`config.mk`:
```
export PLATFORM = sky130hd
export DESIGN_NAME = srs_refresh_core
export DESIGN_NICKNAME = d
export VERILOG_FILES = /design/src/srs_pkg.sv /design/src/srs_bank_timer.sv /design/src/srs_refresh_core.sv
export SDC_FILE = /design/constraint.sdc
export NUM_CORES = 1
export LEC_CHECK = 0
export BUFFER_PORTS_ARGS = -buffer_cell sky130_fd_sc_hd__buf_4
export CAP_MARGIN = 20
export CORE_MARGIN = 3
export CORE_UTILIZATION = 50
export DETAILED_ROUTE_END_ITERATION = 6
export GPL_TIMING_DRIVEN = 0
export PLACE_DENSITY = 0.76
export SLEW_MARGIN = 20
export SYNTH_ARGS = -nofsm -noshare
export SYNTH_HDL_FRONTEND = slang
export SYNTH_SLANG_ARGS = --single-unit
```
`constraint.sdc`:
```
create_clock -name clk -period 6.24 [get_ports clk]
set_input_delay 0.936 -clock clk [delete_from_list [all_inputs] [get_ports clk]]
set_output_delay 0.936 -clock clk [all_outputs]
set_load 0.005 [all_outputs]
```
`src/srs_pkg.sv`:
```
// Package of constants and types for the refresh and self-refresh scheduler
package srs_pkg;
   localparam int unsigned CLK_PERIOD_NS = 40;
   localparam int unsigned NUM_BANKS     = 8;
   localparam int unsigned BANK_W        = 3;
   // Times in nanoseconds
   localparam int unsigned BANK_REFRESH_CYCLE_TIME_NS    = 90;
   localparam int unsigned FULL_REFRESH_CYCLE_TIME_NS    = 130;
   localparam int unsigned MIN_SELF_REFRESH_RESIDENCY_NS = 15;
   localparam int unsigned SELF_REFRESH_EXIT_TIME_NS     = 140;
   // Least times round up, never below one cycle
   localparam int unsigned BANK_REFRESH_CYC = (BANK_REFRESH_CYCLE_TIME_NS + CLK_PERIOD_NS - 1) / CLK_PERIOD_NS;
   localparam int unsigned FULL_REFRESH_CYC = (FULL_REFRESH_CYCLE_TIME_NS + CLK_PERIOD_NS - 1) / CLK_PERIOD_NS;
   localparam int unsigned EXIT_CYC         = (SELF_REFRESH_EXIT_TIME_NS + CLK_PERIOD_NS - 1) / CLK_PERIOD_NS;
   // Longest time for the internal refresh start: round down, at least one
   localparam int unsigned RESIDENCY_RAW    = MIN_SELF_REFRESH_RESIDENCY_NS / CLK_PERIOD_NS;
   localparam int unsigned RESIDENCY_CYC    = (RESIDENCY_RAW < 1) ? 1 : RESIDENCY_RAW;
   localparam int unsigned CNT_W            = 8;
   localparam logic [CNT_W-1:0] CNT_ZERO    = 8'h00;
   localparam logic [BANK_W-1:0] BANK_RST   = 3'h0;
   localparam logic [NUM_BANKS-1:0] BUSY_RST = 8'h00;

   typedef enum logic [2:0] {
      SRS_CMD_NOP, SRS_CMD_REF_PB, SRS_CMD_REF_AB, SRS_CMD_SELF_REFRESH, SRS_CMD_OTHER
   } srs_cmd_e;

   // Pins sampled on each rising clock edge
   typedef struct packed {
      logic       cke;
      logic       cs_n;
      logic [3:0] ca;
   } srs_pins_s;

   // Status presented to the array side
   typedef struct packed {
      logic [NUM_BANKS-1:0] bank_blocked;
      logic [BANK_W-1:0]    next_bank;
      logic                 in_self_refresh;
      logic                 exiting;
   } srs_status_s;
endpackage : srs_pkg

```
`src/srs_bank_timer.sv`:
```
// Per-bank countdown that blocks a bank while it is being refreshed
`timescale 1ns/1ps
module srs_bank_timer
   import srs_pkg::*;
(
   // Clock and reset
   input  wire logic             clk,
   input  wire logic             rst,
   // Control
   input  wire logic             start,
   input  wire logic [CNT_W-1:0] load_val,
   // State
   output logic                  busy
);
   logic [CNT_W-1:0] cnt_ff;
   logic [CNT_W-1:0] nxt_cnt;

   always_comb begin
      nxt_cnt = cnt_ff;
      if (start) begin
         nxt_cnt = load_val;
      end else if (cnt_ff != CNT_ZERO) begin
         nxt_cnt = cnt_ff - 8'h01;
      end
   end

   always_ff @(posedge clk or posedge rst) begin
      if (rst) begin
         cnt_ff <= CNT_ZERO;
      end else begin
         cnt_ff <= nxt_cnt;
      end
   end

   assign busy = (cnt_ff != CNT_ZERO);
endmodule : srs_bank_timer

```
`src/srs_refresh_core.sv`:
```
// Device-side refresh scheduler: per-bank and all-bank refresh, self refresh
`timescale 1ns/1ps
module srs_refresh_core
   import srs_pkg::*;
#(
   parameter int unsigned SR_INTERVAL_CYC = 195
)
(
   // Clock and reset
   input  wire logic         clk,
   input  wire logic         rst,
   // Command pins
   input  wire srs_pins_s    pins,
   // Array side
   output srs_status_s       status,
   output logic              refresh_pulse,
   output logic [BANK_W-1:0] refresh_bank,
   output logic              refresh_all
);
   typedef enum logic [1:0] {ST_ACTIVE, ST_SELF_REFRESH, ST_EXIT} srs_state_e;

   srs_state_e        state_ff,   nxt_state;
   logic [BANK_W-1:0] bank_ff,    nxt_bank;
   logic [CNT_W-1:0]  all_cnt_ff, nxt_all_cnt;
   logic [CNT_W-1:0]  sr_cnt_ff,  nxt_sr_cnt;
   logic [CNT_W-1:0]  exit_cnt_ff, nxt_exit_cnt;
   logic              pulse_ff,   nxt_pulse;
   logic [BANK_W-1:0] rbank_ff,   nxt_rbank;
   logic              rall_ff,    nxt_rall;
   logic              cke_prev_ff, nxt_cke_prev;
   logic              start_ref;
   logic              start_all;
   srs_cmd_e          cmd;
   logic [NUM_BANKS-1:0] pb_start;
   logic [NUM_BANKS-1:0] pb_busy;

   function automatic srs_cmd_e decode(input srs_pins_s p, input logic cke_prev);
      srs_cmd_e c;
      c = SRS_CMD_OTHER;
      if (p.cs_n) begin
         c = SRS_CMD_NOP;
      end else if (p.ca[2:0] == 3'h4) begin
         if (cke_prev && !p.cke) begin
            c = SRS_CMD_SELF_REFRESH;
         end else if (p.cke) begin
            c = p.ca[3] ? SRS_CMD_REF_AB : SRS_CMD_REF_PB;
         end
      end
      return c;
   endfunction : decode

   // Saturating step down shared by the full-refresh, self-refresh and exit countdowns; bank timers count on their own
   function automatic logic [CNT_W-1:0] count_down(input logic [CNT_W-1:0] v);
      logic [CNT_W-1:0] r;
      r = v;
      if (v != CNT_ZERO) begin
         r = v - 8'h01;
      end
      return r;
   endfunction : count_down

   assign cmd = decode(pins, cke_prev_ff);

   genvar g;
   generate
      for (g = 0; g < NUM_BANKS; g++) begin : g_bank
         srs_bank_timer u_timer (
            .clk      (clk),
            .rst      (rst),
            .start    (pb_start[g]),
            .load_val (CNT_W'(BANK_REFRESH_CYC)),
            .busy     (pb_busy[g])
         );
      end
   endgenerate

   always_comb begin
      nxt_state    = state_ff;
      nxt_bank     = bank_ff;
      nxt_all_cnt  = count_down(all_cnt_ff);
      nxt_sr_cnt   = sr_cnt_ff;
      nxt_exit_cnt = exit_cnt_ff;
      start_ref    = 1'b0;
      start_all    = 1'b0;
      pb_start     = '0;
      unique case (state_ff)
         ST_ACTIVE: begin
            if (cmd == SRS_CMD_REF_PB) begin
               pb_start[bank_ff] = 1'b1;
               nxt_bank  = bank_ff + 3'h1;
               start_ref = 1'b1;
            end else if (cmd == SRS_CMD_REF_AB) begin
               nxt_bank    = BANK_RST;
               nxt_all_cnt = CNT_W'(FULL_REFRESH_CYC);
               start_ref   = 1'b1;
               start_all   = 1'b1;
            end else if (cmd == SRS_CMD_SELF_REFRESH) begin
               nxt_state  = ST_SELF_REFRESH;
               nxt_sr_cnt = CNT_W'(RESIDENCY_CYC);
            end
         end
         ST_SELF_REFRESH: begin
            // Only CKE is looked at here; an internal timer drives refreshes
            if (sr_cnt_ff == 8'h01) begin
               start_ref   = 1'b1;
               start_all   = 1'b1;
               nxt_all_cnt = CNT_W'(FULL_REFRESH_CYC);
               nxt_sr_cnt  = CNT_W'(SR_INTERVAL_CYC);
            end else begin
               nxt_sr_cnt = count_down(sr_cnt_ff);
            end
            if (pins.cke) begin
               nxt_state    = ST_EXIT;
               nxt_bank     = BANK_RST;
               nxt_exit_cnt = CNT_W'(EXIT_CYC);
            end
         end
         ST_EXIT: begin
            // Lets an internal refresh in progress finish before commands count
            nxt_exit_cnt = count_down(exit_cnt_ff);
            if (exit_cnt_ff == 8'h01) begin
               nxt_state = ST_ACTIVE;
            end
         end
         default: begin
            // Unused state code: recover to command decoding with the bank counter cleared
            nxt_state    = ST_ACTIVE;
            nxt_bank     = BANK_RST;
            nxt_exit_cnt = CNT_ZERO;
         end
      endcase
   end

   // Report of the last refresh started; the bank only moves for single-bank refreshes
   always_comb begin
      nxt_pulse = start_ref;
      nxt_rbank = rbank_ff;
      nxt_rall  = rall_ff;
      if (start_ref) begin
         nxt_rall = start_all;
         if (!start_all) begin
            nxt_rbank = bank_ff;
         end
      end
   end

   always_ff @(posedge clk or posedge rst) begin
      if (rst) begin
         state_ff    <= ST_ACTIVE;
         bank_ff     <= BANK_RST;
         all_cnt_ff  <= CNT_ZERO;
         sr_cnt_ff   <= CNT_ZERO;
         exit_cnt_ff <= CNT_ZERO;
      end else begin
         state_ff    <= nxt_state;
         bank_ff     <= nxt_bank;
         all_cnt_ff  <= nxt_all_cnt;
         sr_cnt_ff   <= nxt_sr_cnt;
         exit_cnt_ff <= nxt_exit_cnt;
      end
   end

   always_ff @(posedge clk or posedge rst) begin
      if (rst) begin
         pulse_ff <= 1'b0;
         rbank_ff <= BANK_RST;
         rall_ff  <= 1'b0;
      end else begin
         pulse_ff <= nxt_pulse;
         rbank_ff <= nxt_rbank;
         rall_ff  <= nxt_rall;
      end
   end

   // CKE history for entry decode; cleared in reset, so the first entry needs a CKE-high edge before it
   always_comb begin
      nxt_cke_prev = pins.cke;
   end

   always_ff @(posedge clk or posedge rst) begin
      if (rst) begin
         cke_prev_ff <= 1'b0;
      end else begin
         cke_prev_ff <= nxt_cke_prev;
      end
   end

   // Blocked bits drop on their own when the countdown ends, leaving banks idle
   assign status.bank_blocked    = pb_busy | {NUM_BANKS{all_cnt_ff != CNT_ZERO}};
   assign status.next_bank       = bank_ff;
   assign status.in_self_refresh = (state_ff == ST_SELF_REFRESH);
   assign status.exiting         = (state_ff == ST_EXIT);
   assign refresh_pulse          = pulse_ff;
   assign refresh_bank           = rbank_ff;
   assign refresh_all            = rall_ff;
endmodule : srs_refresh_core

```
# After elaboration in Yosys (flattened, before gate mapping)
# Cells that the tools add are included.
# op_classes
addsub	12
mul	0
div	0
n_lt_le_gt_ge	2
n_eq_ne	16
n_shift	0
muxes	55
bitwise_logic	4
reduce_logical	29
# op_table
cell	count
2-to-1 mux 8 bit	29
nonzero test 8 bit	11
subtractor 8 x 1 -> 8 bit, second input constant	11
case mux 8 bit (2 select lines)	2
case mux 8 bit (3 select lines)	1
2-to-1 mux 3 bit	7
nonzero test 2 bit	9
equality test 8 x 1 -> 1 bit, second input constant	2
2-to-1 mux 2 bit	6
AND reduction 5 bit	2
case mux 3 bit (3 select lines)	1
!= test 2 bit, second input constant	4
bitwise OR 8 bit	1
equality test 3 x 2 -> 1 bit, second input constant	2
case mux 2 bit (3 select lines)	1
AND reduction 3 bit	2
2-to-1 mux 1 bit	5
< comparator 3 x 4 -> 1 bit, second input constant	1
!= test 2 x 1 -> 1 bit, second input constant	2
case mux 1 bit (2 select lines)	2
adder 3 x 1 -> 3 bit, second input constant	1
demux 1 bit (select 3 bit)	1
equality test 3 x 1 -> 1 bit, second input constant	1
equality test 3 bit, second input constant	1
other kinds (10)	13
# word_totals
regBits	99
latch_bits	0
ramBits	0
rom_bits	0
out_inout_bits	18
wordCells	135
mem_count	0

# Longest topological paths before layout
# Gate-level depths: netlist (run 1).
# logic_depth
word_depth	11
mapped_depth	7
depth_no_buf	6

# Modules after synthesis
# Synthesis (run 1) repeated with hierarchy kept, for this count alone.
# unflattened
cells_unflattened	683
hier_area_um2	6307.3
# by_module_without_submodules
module	instances	cells_each	area_per_inst_um2
srs_bank_timer	8	56	520.5
srs_refresh_core	1	235	2143.3

# Least setup slack after synthesis (run 1)
# OpenSTA, ideal clock, no wires.
# synth_path
kind	register -> output
from	register g_bank[4].u_timer.cnt_ff[0]
to	output status[9] (netlist bit)
t_arrival_ns	1.636
t_required_ns	5.304
slack_ns	3.668
stages_incl_launch_ff	7
n_path_buf	1
cell_sequence	dfrtp_1 > inv_1 > ha_1 > or3b_2 > clkbuf_1 > nor4_4 > nand2_1
# synth_lines
item	line_no	source
start, declared	srs_bank_timer.sv:15	logic [CNT_W-1:0] cnt_ff;
start signal, assigned	srs_bank_timer.sv:31	cnt_ff <= nxt_cnt;
end, declared	srs_refresh_core.sv:15	output srs_status_s status,

==> results of run 1 <==
## power by group through the flow
stage,sequential (W),clock (W),combinational (W)
global route,0.000883,0.000476,0.000588
finish,0.000865,0.000437,0.000514
floorplan,0.000845,0,0.000406
CTS,0.000863,0.000454,0.000516
detailed placement,0.000873,0,0.000512
global placement,0.000866,0,0.000486
## routing by layer
| layer | vias up | part of all wire [%] | track usage (%) |
|---|---|---|---|
| met5 | - | 0 | 0 |
| met4 | 0 | 1.7 | 5.11 |
| met3 | 12 | 3.0 | 4.57 |
| met2 | 58 | 51 | 31.9 |
| met1 | 2166 | 45 | 22.5 |
| li1 | 2183 | - | - |
## logic make-up (layout without fill, tap and decap cells)
group	Yosys count	after routing	synth area share, %
AND/OR/NAND/NOR	258	258	25.8
AO/OA/AOI/OAI	112	112	13.6
buffers and inverters	50	89	3.45
adder cells (fa/ha/maj)	20	20	4.48
XOR/XNOR	24	24	3.76
flip-flops	99	99	44.3
multiplexers	25	25	4.59
## cell usage in the layout (no fill, tap or decap), types with 5 or more instances in the layout
master	instances
a21oi_1	34
a311oi_1	6
a31oi_1	8
buf_4	26
clkbuf_1	11
clkbuf_8	10
dfrtp_1	99
ha_1	20
inv_1	36
mux2_2	5
mux2i_1	20
nand2_1	37
nand2b_1	14
nand3_1	14
nor2_1	70
nor2b_1	13
nor3_1	21
nor4_1	8
o21ai_0	14
o31ai_1	9
or2_2	15
or3_1	18
or3b_2	5
or4_1	11
xnor2_1	19
xor2_1	5
## critical path: stages (launching register included)
cell	delay, ps
dfrtp_1	430
nor3_1	760
nand3_1	390
nand2b_1	270
buf_4	160
## stage by stage
step | utilization (%) | total power (W) | instance area, sq um
floorplan | - | 0.00125 | 5590
global placement | 56.1 | 0.00135 | 5950
detailed placement | 56.4 | 0.00138 | 5980
CTS | 58.3 | 0.00183 | 6180
global route | 58.3 | 0.00195 | 6180
finish | 58.3 | 0.00182 | 6180
## flip-flops by register name (all words and copies together) (netlist names)
register / cells
g_bank.u_timer.cnt_ff: 64
all_cnt_ff: 8
exit_cnt_ff: 8
sr_cnt_ff: 8
bank_ff: 3
refresh_bank: 3
state_ff: 2
cke_prev_ff: 1
refresh_all: 1
refresh_pulse: 1
## worst max path at each step
stage | start | endpoint | slack, ps | cells after the start
floorplan | rst | all_cnt_ff[0] | 2710 | 1
global placement | rst | g_bank[2].u_timer.cnt_ff[2] | 1570 | 2
detailed placement | pins[4] | g_bank[1].u_timer.cnt_ff[5] | 3300 | 6
CTS | g_bank[0].u_timer.cnt_ff[0] | status[5] | 2920 | 6
global route | g_bank[1].u_timer.cnt_ff[2] | status[6] | 2700 | 4
finish | g_bank[1].u_timer.cnt_ff[2] | status[6] | 2930 | 4
## area by class of cell
class / count / area share (%)
timing repair buffer: 26 / 3.48
multi-input combinational: 439 / 47.2
inverter: 37 / 2.33
buffer: 13 / 0.870
clock inverter: 3 / 1.05
clock buffer: 10 / 2.23
tap: 136 / 2.75
sequential: 99 / 40.1
==> flow_summary.yaml, run 1 <==
cells_and_area:
  drive_gt1_share_pct: 13.1
  nets: 653
  multiInputGateArea_sq_um: 2920
  fillers: 899
  regArea_sq_um: 2480
  diodes: 0
  area_growth_pct: 10.6
  final_cells: 763
yosys:
  syn-num-nets: 616
  yosysTopAreaCellShare_pct: 44.3
  synth_cell_type_count: 64
  synth_edf_count: 0
  synth_largest_area_cell: "dfrtp_1"
  synth_cells: 588
  yosysSeqAreaShare_pct: 44.3
  syn-cell-area_sq_um: 5590
  syn_avg_cell_area_sq_um: 9.51
  ys_async_sr_fraction_pct: 100
  synth_common_cells: "99 x dfrtp_1, 70 x nor2_1, 37 x inv_1, 37 x nand2_1, 34 x a21oi_1"
  ys_warn_count: 0
  yosys_register_bits: 99
  synth_area_leaders: "dfrtp_1 44%, nor2_1 4.7%, ha_1 4.5%"
  synth_top_flop_cell: "dfrtp_1"
  yosysMostFrequentCell: "dfrtp_1"
worst_hold_path:
  worstHoldEndpoint: "refresh_bank[1]"
  holdPathStages: 1
  hp-start: "refresh_bank[1]"
  hold_class: "reg2reg"
power_and_ir_drop:
  powerDensity_nw_per_um2: 294
  vdd_drop_max_v: 0.000230
  p_clk_share_pct: 24.1
  internal_power_w: 0.00120
  p_sw_w: 0.000611
  p_leak_nw: 2.59
  power_frac_comb_pct: 28.3
  power_frac_seq_pct: 47.6
  p_sw_share_pct: 33.7
timing:
  rsz0062_at_grt: "false"
  fin_crit_sh_pct: 53.1
  worst_slew_pin_slew_ps: 902
  hold_viol_final: 0
  slew_headroom_pct: 39.4
  finClkSkew_ps: 9.55
  hold_ws_ps: 524
  fmax_ghz: 0.302
  drv_slew: 0
  layout_min_cycle_time_ps: 3310
  setup_viol: 0
  setup_tns_ps: 0
  setup_slack_ps: 2930
clocking:
  insertion_delay_ps: 370
  holdBufCountCts: 0
  cts_root_buffer: "clkbuf_8"
  cts_tree: "built"
  clockBufferDepth: 2
  cts_sinks: 99
  cts_htree_levels: 3
  cts_resized: 0
  cts_buffers: 9
  clk_pin_slew_worst_paths_ps: 90
  cts_setup_buffers: 0
worst_setup_path:
  critPathKind: "reg2out"
  r2r_slack_ps: 3970
  crit_required_ps: 5300
  cp.arrival_ps: 2380
  crit_path_end_kind: "output pin"
  start_kind: "flip-flop"
  rr_worst_depth: 7
  worstReg2RegEnd: "g_bank[1].u_timer.cnt_ff[4]"
  timing.rr.start: "state_ff[1]"
  crit_path_max_fanout: 9
routing:
  remaining_drc_errors: 0
  wirelength_microns: 11200
  routedWlPerCell_microns: 14.6
  vias: 4419
  drt-initial-drc-count: 237
  routed_via_density: 5.79
  drtPass1Iterations: 5
  antenna_left: 0
place:
  hpwl_microns: 8010
  place_inst: 750
  portBuffers: 25
  place_ws_ps: 3300
  gp_congestion: 0.866
run_status:
  outcome: "finished, final reports clean"
run:
  cap_violations: 0
global_route:
  grt-ovfl-total: 0
  grt_max_degree: 58
  grt_first_pass_wirelength_microns: 19200
  track_usage_pct: 18.3
  antenna_found_initial: 0
  grt_pass1_vias: 4344
die:
  pin_count: 26
  die_y_microns: 112
  core_sq_um: 10600
  rows: 37
  initial_core_util_pct: 52.7
  die-area_sq_um: 12500
  die_x_microns: 112
No activity file was read; power rests on OpenSTA's default activity.
==> run 2, diff against run 1 <==
--- a/config.mk
+++ b/config.mk
@@ -5,6 +5,7 @@
 export SDC_FILE = /design/constraint.sdc
 export NUM_CORES = 1
 export LEC_CHECK = 0
+export ABC_AREA = 1
 export BUFFER_PORTS_ARGS = -buffer_cell sky130_fd_sc_hd__buf_4
 export CAP_MARGIN = 20
 export CORE_MARGIN = 3
==> constraint.sdc (replaced) <==
create_clock -name clk -period 3.21 [get_ports clk]
set_input_delay 0.4815 -clock clk [delete_from_list [all_inputs] [get_ports clk]]
set_output_delay 0.4815 -clock clk [all_outputs]
set_load 0.005 [all_outputs]
==> run 2 against run 1 <==
- worst hold slack got worse by 420 ps
- synthesized cell count rose by 32%
- largest cell class unchanged
- via count is 6.7% higher
- flip-flop and latch count unchanged
- critical path type unchanged
- combinational power rose to 5.4 times the previous value
- highest routed layer unchanged
- non-clock buffer count shrank 7
- register-to-register slack got worse by 2700 ps
==> flow_summary.yaml, run 2 <==
yosys:
  yosys.area_share.simple_pct: 31.9
  yosysTopAreaCellShare_pct: 43.4
  syn-num-nets: 803
  synth_cell_type_count: 29
  synth_cells: 775
  synth-xor-area-share_pct: 4.92
  yosysSeqAreaShare_pct: 43.4
  syn-cell-area_sq_um: 5700
  synth_fa_ha_area_share_pct: 4.39
  ys_warn_count: 0
  synth_top_family_by_area: "simple AND/OR/NAND/NOR gates"
  synth_common_cells: "178 x nand2_1, 133 x inv_1, 109 x nor2_1"
  synth_top_flop_cell: "dfrtp_1"
  ys_async_sr_fraction_pct: 100
  synth_area_leaders: "dfrtp_1 43%, nand2_1 12%, inv_1 8.8%"
  synth_compound_area_share_pct: 5.82
  synth_largest_area_cell: "dfrtp_1"
  syn_avg_cell_area_sq_um: 7.36
  synthMuxAreaShare_pct: 0
  synth_edf_count: 0
  yosys_register_bits: 99
  yosysMostFrequentCell: "nand2_1"
die:
  rows: 38
  die-area_sq_um: 12700
  initial_core_util_pct: 51.9
  die_x_microns: 113
  die_y_microns: 113
  pin_count: 26
  core_sq_um: 11000
place:
  place_area_sq_um: 6100
  hpwl_microns: 8110
  portBuffers: 25
  place_ws_ps: 1110
  gp_congestion: 0.852
routing:
  drtPass1Iterations: 5
  routedWlPerCell_microns: 11.8
  antenna_left: 0
  vias: 4717
  wirelength_microns: 11300
  drt-initial-drc-count: 362
  routed_via_density: 4.93
  remaining_drc_errors: 0
worst_setup_path:
  crit_required_ps: 2730
  crit_path_end_kind: "output pin"
  start_kind: "flip-flop"
  cp.arrival_ps: 1960
  critPathKind: "reg2out"
  crit_path_max_fanout: 10
cells_and_area:
  fillers: 1015
  multiInputGateArea_sq_um: 2680
  largest-register: "g_bank.u_timer.cnt_ff"
  design_area_sq_um: 6380
  diodes: 0
  drive_gt1_share_pct: 7.35
  final_common_cell: "nand2_1"
  regArea_sq_um: 2480
  utilization_pct: 58.1
  largest_register_ffs: 64
  nets: 840
  area_growth_pct: 11.8
  final_cell_mix: "178 x nand2_1, 132 x inv_1, 109 x nor2_1"
global_route:
  antenna_found_initial: 0
  grt_max_degree: 70
  grt_pass1_vias: 4403
  grt_first_pass_wirelength_microns: 20100
  grt-ovfl-total: 0
  track_usage_pct: 19.1
power_and_ir_drop:
  p_sw_share_pct: 43.0
  power_frac_comb_pct: 46.0
  p_sw_w: 0.00258
  power_frac_seq_pct: 36.8
  p_leak_nw: 3.41
  internal_power_w: 0.00343
  p_total_w: 0.00601
  powerDensity_nw_per_um2: 942
  vdd_drop_max_v: 0.000544
  p_clk_share_pct: 17.2
timing:
  rsz0062_at_grt: "false"
  hold_viol_final: 0
  drv_slew: 0
  layout_min_cycle_time_ps: 2440
  fin_crit_sh_pct: 76.1
  fmax_ghz: 0.409
  finClkSkew_ps: 6.26
  slew_headroom_pct: 61.5
  setup_slack_ps: 767
  hold_ws_ps: 101
  setup_viol: 0
  worst_slew_pin_slew_ps: 572
clocking:
  cts_tree: "built"
  cts_sinks: 99
  cts_setup_buffers: 0
  cts_buffers: 9
  insertion_delay_ps: 350
  cts_root_buffer: "clkbuf_16"
  clockBufferDepth: 2
  cts_resized: 0
  clk_pin_slew_worst_paths_ps: 60
  holdBufCountCts: 0
  cts_htree_levels: 3
worst_hold_path:
  hold_class: "in2async"
run:
  cap_violations: 0
run_status:
  outcome: "finished, final reports clean"
run 2: changes by cell type in the layout (fill, tap and decap cells not counted), sizes merged, moves of 14 or more:
cell	delta
mux2i	-20
inv	+98
nand2b	-14
a21oi	-17
o21ai	+29
nor2	+44
nand3	+60
nand4	+25
xor2	+18
nand2	+144
or3	-18
run 2: area by class of cell:
class	count	area share, %
Multi-Input combinational cell	535	42.1
Sequential cell	99	38.9
Inverter	135	8.03
Clock buffer	11	3.96
Timing Repair Buffer	26	3.38
Tap cell	140	2.75
Buffer	6	0.569
Clock inverter	4	0.412
run 2: path summary, 6_finish.rpt:
kind | cells after the start | start | end | slack [ps]
max in group asynchronous | 3 | rst | g_bank[4].u_timer.cnt_ff[0] | 2490
setup / recovery | 9 | all_cnt_ff[0] | status[9] | 770
min in group clk | 1 | pins[5] | cke_prev_ff | 290
hold reg to reg | 2 | g_bank[1].u_timer.cnt_ff[0] | g_bank[1].u_timer.cnt_ff[0] | 490
hold / removal | 2 | rst | g_bank[6].u_timer.cnt_ff[4] | 100
setup reg to reg | 8 | state_ff[0] | g_bank[7].u_timer.cnt_ff[7] | 1300
run 2: stage by stage:
stage                     setup TNS, ps  instances
after floorplan                       0        775
after detailed placement              0        941
after global placement          -103710        940
after CTS                             0        956
after global routing                  0        956
final                                 0        956
run 2: cell families after synthesis:
logic type               Yosys count
AO/OA/AOI/OAI                     64
XOR/XNOR                          32
adder cells (fa/ha/maj)           20
buffers and inverters            141
flip-flops                        99
AND/OR/NAND/NOR                  419
run 2: layer usage:
layer,track usage (%),up-vias,share of wire [%]
met5,0,-,0
met3,4.87,13,4.1
met1,25.6,2137,48
met2,30.7,61,46
met4,5.77,0,1.5
li1,-,2506,-
run 2: power groups by stage:
stage | sequential (W) | combinational, W | clock (W)
2_1_floorplan | 0.00213 | 0.00226 | 0
3_3_place_gp | 0.00221 | 0.00268 | 0
3_5_place_dp | 0.00222 | 0.00277 | 0
4_1_cts | 0.00221 | 0.00278 | 0.00106
5_1_grt | 0.00229 | 0.00328 | 0.00110
6_report | 0.00221 | 0.00277 | 0.00103
run 2: worst max-delay path, stage by stage, from the launching register on:
cell	delay, ps
dfrtp_1	380
inv_1	110
ha_1	150
inv_1	50
nor2_1	80
nand4_1	170
inv_1	140
buf_2	300
nand2_1	90
buf_4	150
==> run 3, diff against run 2 <==
==> constraint.sdc (replaced) <==
create_clock -name clk -period 2.5 [get_ports clk]
set_input_delay 0.375 -clock clk [delete_from_list [all_inputs] [get_ports clk]]
set_output_delay 0.375 -clock clk [all_outputs]
set_load 0.005 [all_outputs]
==> run 3 against run 2 <==
- non-clock buffer count rose by 3
- total power rose by 34%
- critical path depth fell by 1
- via count rose by 1.5%
- die area did not move
- routed wire length rose by 1.8%
- worst setup slack got worse by 580 ps
- final area rose by 1.9%
- critical path type unchanged
- largest power group unchanged
- register-to-register slack got worse by 730 ps
- first-iteration DRC count fell by 30%
==> flow_summary.yaml, run 3 (synthesized netlist as in run 2, its figures left out) <==
global_route:
  antenna_found_initial: 0
  grt_pass1_vias: 4460
  grt-ovfl-total: 0
  track_usage_pct: 19.2
  grt_max_degree: 34
  grt_first_pass_wirelength_microns: 19900
power_and_ir_drop:
  vdd_drop_max_v: 0.000604
  p_total_w: 0.00807
  p_leak_nw: 3.46
  powerDensity_nw_per_um2: 1240
routing:
  antenna_left: 0
  routed-wl-met2_microns: 5390
  wirelength_microns: 11500
  wl_met3_microns: 413
  highest_layer: "met4"
  wl_met1_microns: 5570
  drtPass1Iterations: 4
  remaining_drc_errors: 0
  routedWlPerCell_microns: 12.0
  routed_via_density: 4.99
  vias: 4789
  drt-initial-drc-count: 253
cells_and_area:
  fillers: 1013
  drive_gt1_share_pct: 7.80
  largest_register_ffs: 64
  nets: 843
  area_growth_pct: 14.0
  largest-register: "g_bank.u_timer.cnt_ff"
  final_common_cell: "nand2_1"
  diodes: 0
  final_cell_mix: "178 x nand2_1, 132 x inv_1, 109 x nor2_1"
worst_hold_path:
  hold_class: "in2reg"
die:
  die_x_microns: 113
  initial_core_util_pct: 51.9
  rows: 38
  die-area_sq_um: 12700
  core_sq_um: 11000
  pin_count: 26
  die_y_microns: 113
clocking:
  cts_sinks: 99
  clockBufferDepth: 2
  clk_pin_slew_worst_paths_ps: 70
  cts_tree: "built"
  cts_buffers: 9
  cts_htree_levels: 3
  cts_root_buffer: "clkbuf_16"
  insertion_delay_ps: 350
run:
  cap_violations: 0
timing:
  finClkSkew_ps: 6.15
  setup_tns_ps: 0
  hold_viol_final: 0
  hold_ws_ps: 173
  fin_crit_sh_pct: 92.6
  slew_headroom_pct: 56.5
  setup_viol: 0
  worst_slew_pin_slew_ps: 646
  layout_min_cycle_time_ps: 2310
  drv_slew: 0
  fmax_ghz: 0.432
  rsz0062_at_grt: "false"
worst_setup_path:
  crit_required_ps: 2120
  critPathKind: "reg2out"
  r2r_slack_ps: 570
  cp.arrival_ps: 1940
  crit_path_end_kind: "output pin"
  crit_path_max_fanout: 9
  start_kind: "flip-flop"
run_status:
  outcome: "finished, final reports clean"
place:
  gp_congestion: 0.871
  portBuffers: 25
  hpwl_microns: 8320
[run 3: changes by cell type in the layout (fill, tap and decap cells not counted), sizes merged]
cell,previous run,this run
bufinv,0,3
buf,30,31
dlygate4sd3,0,1
inv,135,134
[run 3: worst paths after layout]
| path | startpoint | end | depth (start not counted) |
|---|---|---|---|
| max | g_bank[2].u_timer.cnt_ff[0] | status[7] | 8 |
| min | pins[5] | cke_prev_ff | 1 |
| max reg2reg | state_ff[0] | g_bank[7].u_timer.cnt_ff[7] | 8 |
| min reg2reg | g_bank[0].u_timer.cnt_ff[0] | g_bank[0].u_timer.cnt_ff[0] | 2 |
| max in group asynchronous | rst | g_bank[6].u_timer.cnt_ff[6] | 5 |
| min in group asynchronous | rst | sr_cnt_ff[3] | 3 |
[run 3: layout make-up]
type                    count  area, sq um  area share [%]
clock inverters             6          113            1.73
plain buffers               6         38.8           0.597
clock buffers              10          239            3.68
inverters                 135          510            7.86
flip-flops and latches     99         2480            38.1
repair buffers             29          258            3.97
multi-input cells         535         2690            41.3
well taps                 140          175            2.70
[run 3: repair_timing]
item | CTS | global route
buffers inserted | 0 | 0
setup endpoints to repair | 0 | 8
hold endpoints to repair | 3 | 0
gates resized for setup | 0 | 2
hold buffers | 1 | 0
[run 3: report_power, final]
group          total (W)  switching, W  internal, W
sequential       0.00284      0.000545      0.00230
clock            0.00163      0.000626      0.00101
combinational    0.00359       0.00220      0.00139
[run 3: through the flow]
stage                     utilization [%]  setup WS, ps  cell area [sq um]  cells
after CTS                            59.1          81.5               6490    960
after global routing                 59.2          3.33               6500    960
after detailed placement             55.8           512               6130    943
after floorplan                         -           873               5710    775
after global placement               55.3           268               6070    940
final                                59.2           185               6500    960
[run 3: critical path, stage by stage, from the launching register on]
cell and delay [ps]:
dfrtp_1 370, inv_1 90, ha_1 230, inv_1 80
nor3_1 270, nand3_2 240, inv_1 120, nand2_1 50
buf_4 130
[run 3: routing by layer]
layer / vias up / track usage (%)
li1: 2524 / -
met1: 2194 / 25.2
met2: 62 / 31.6
met3: 9 / 5.35
met4: 0 / 4.73
met5: - / 0
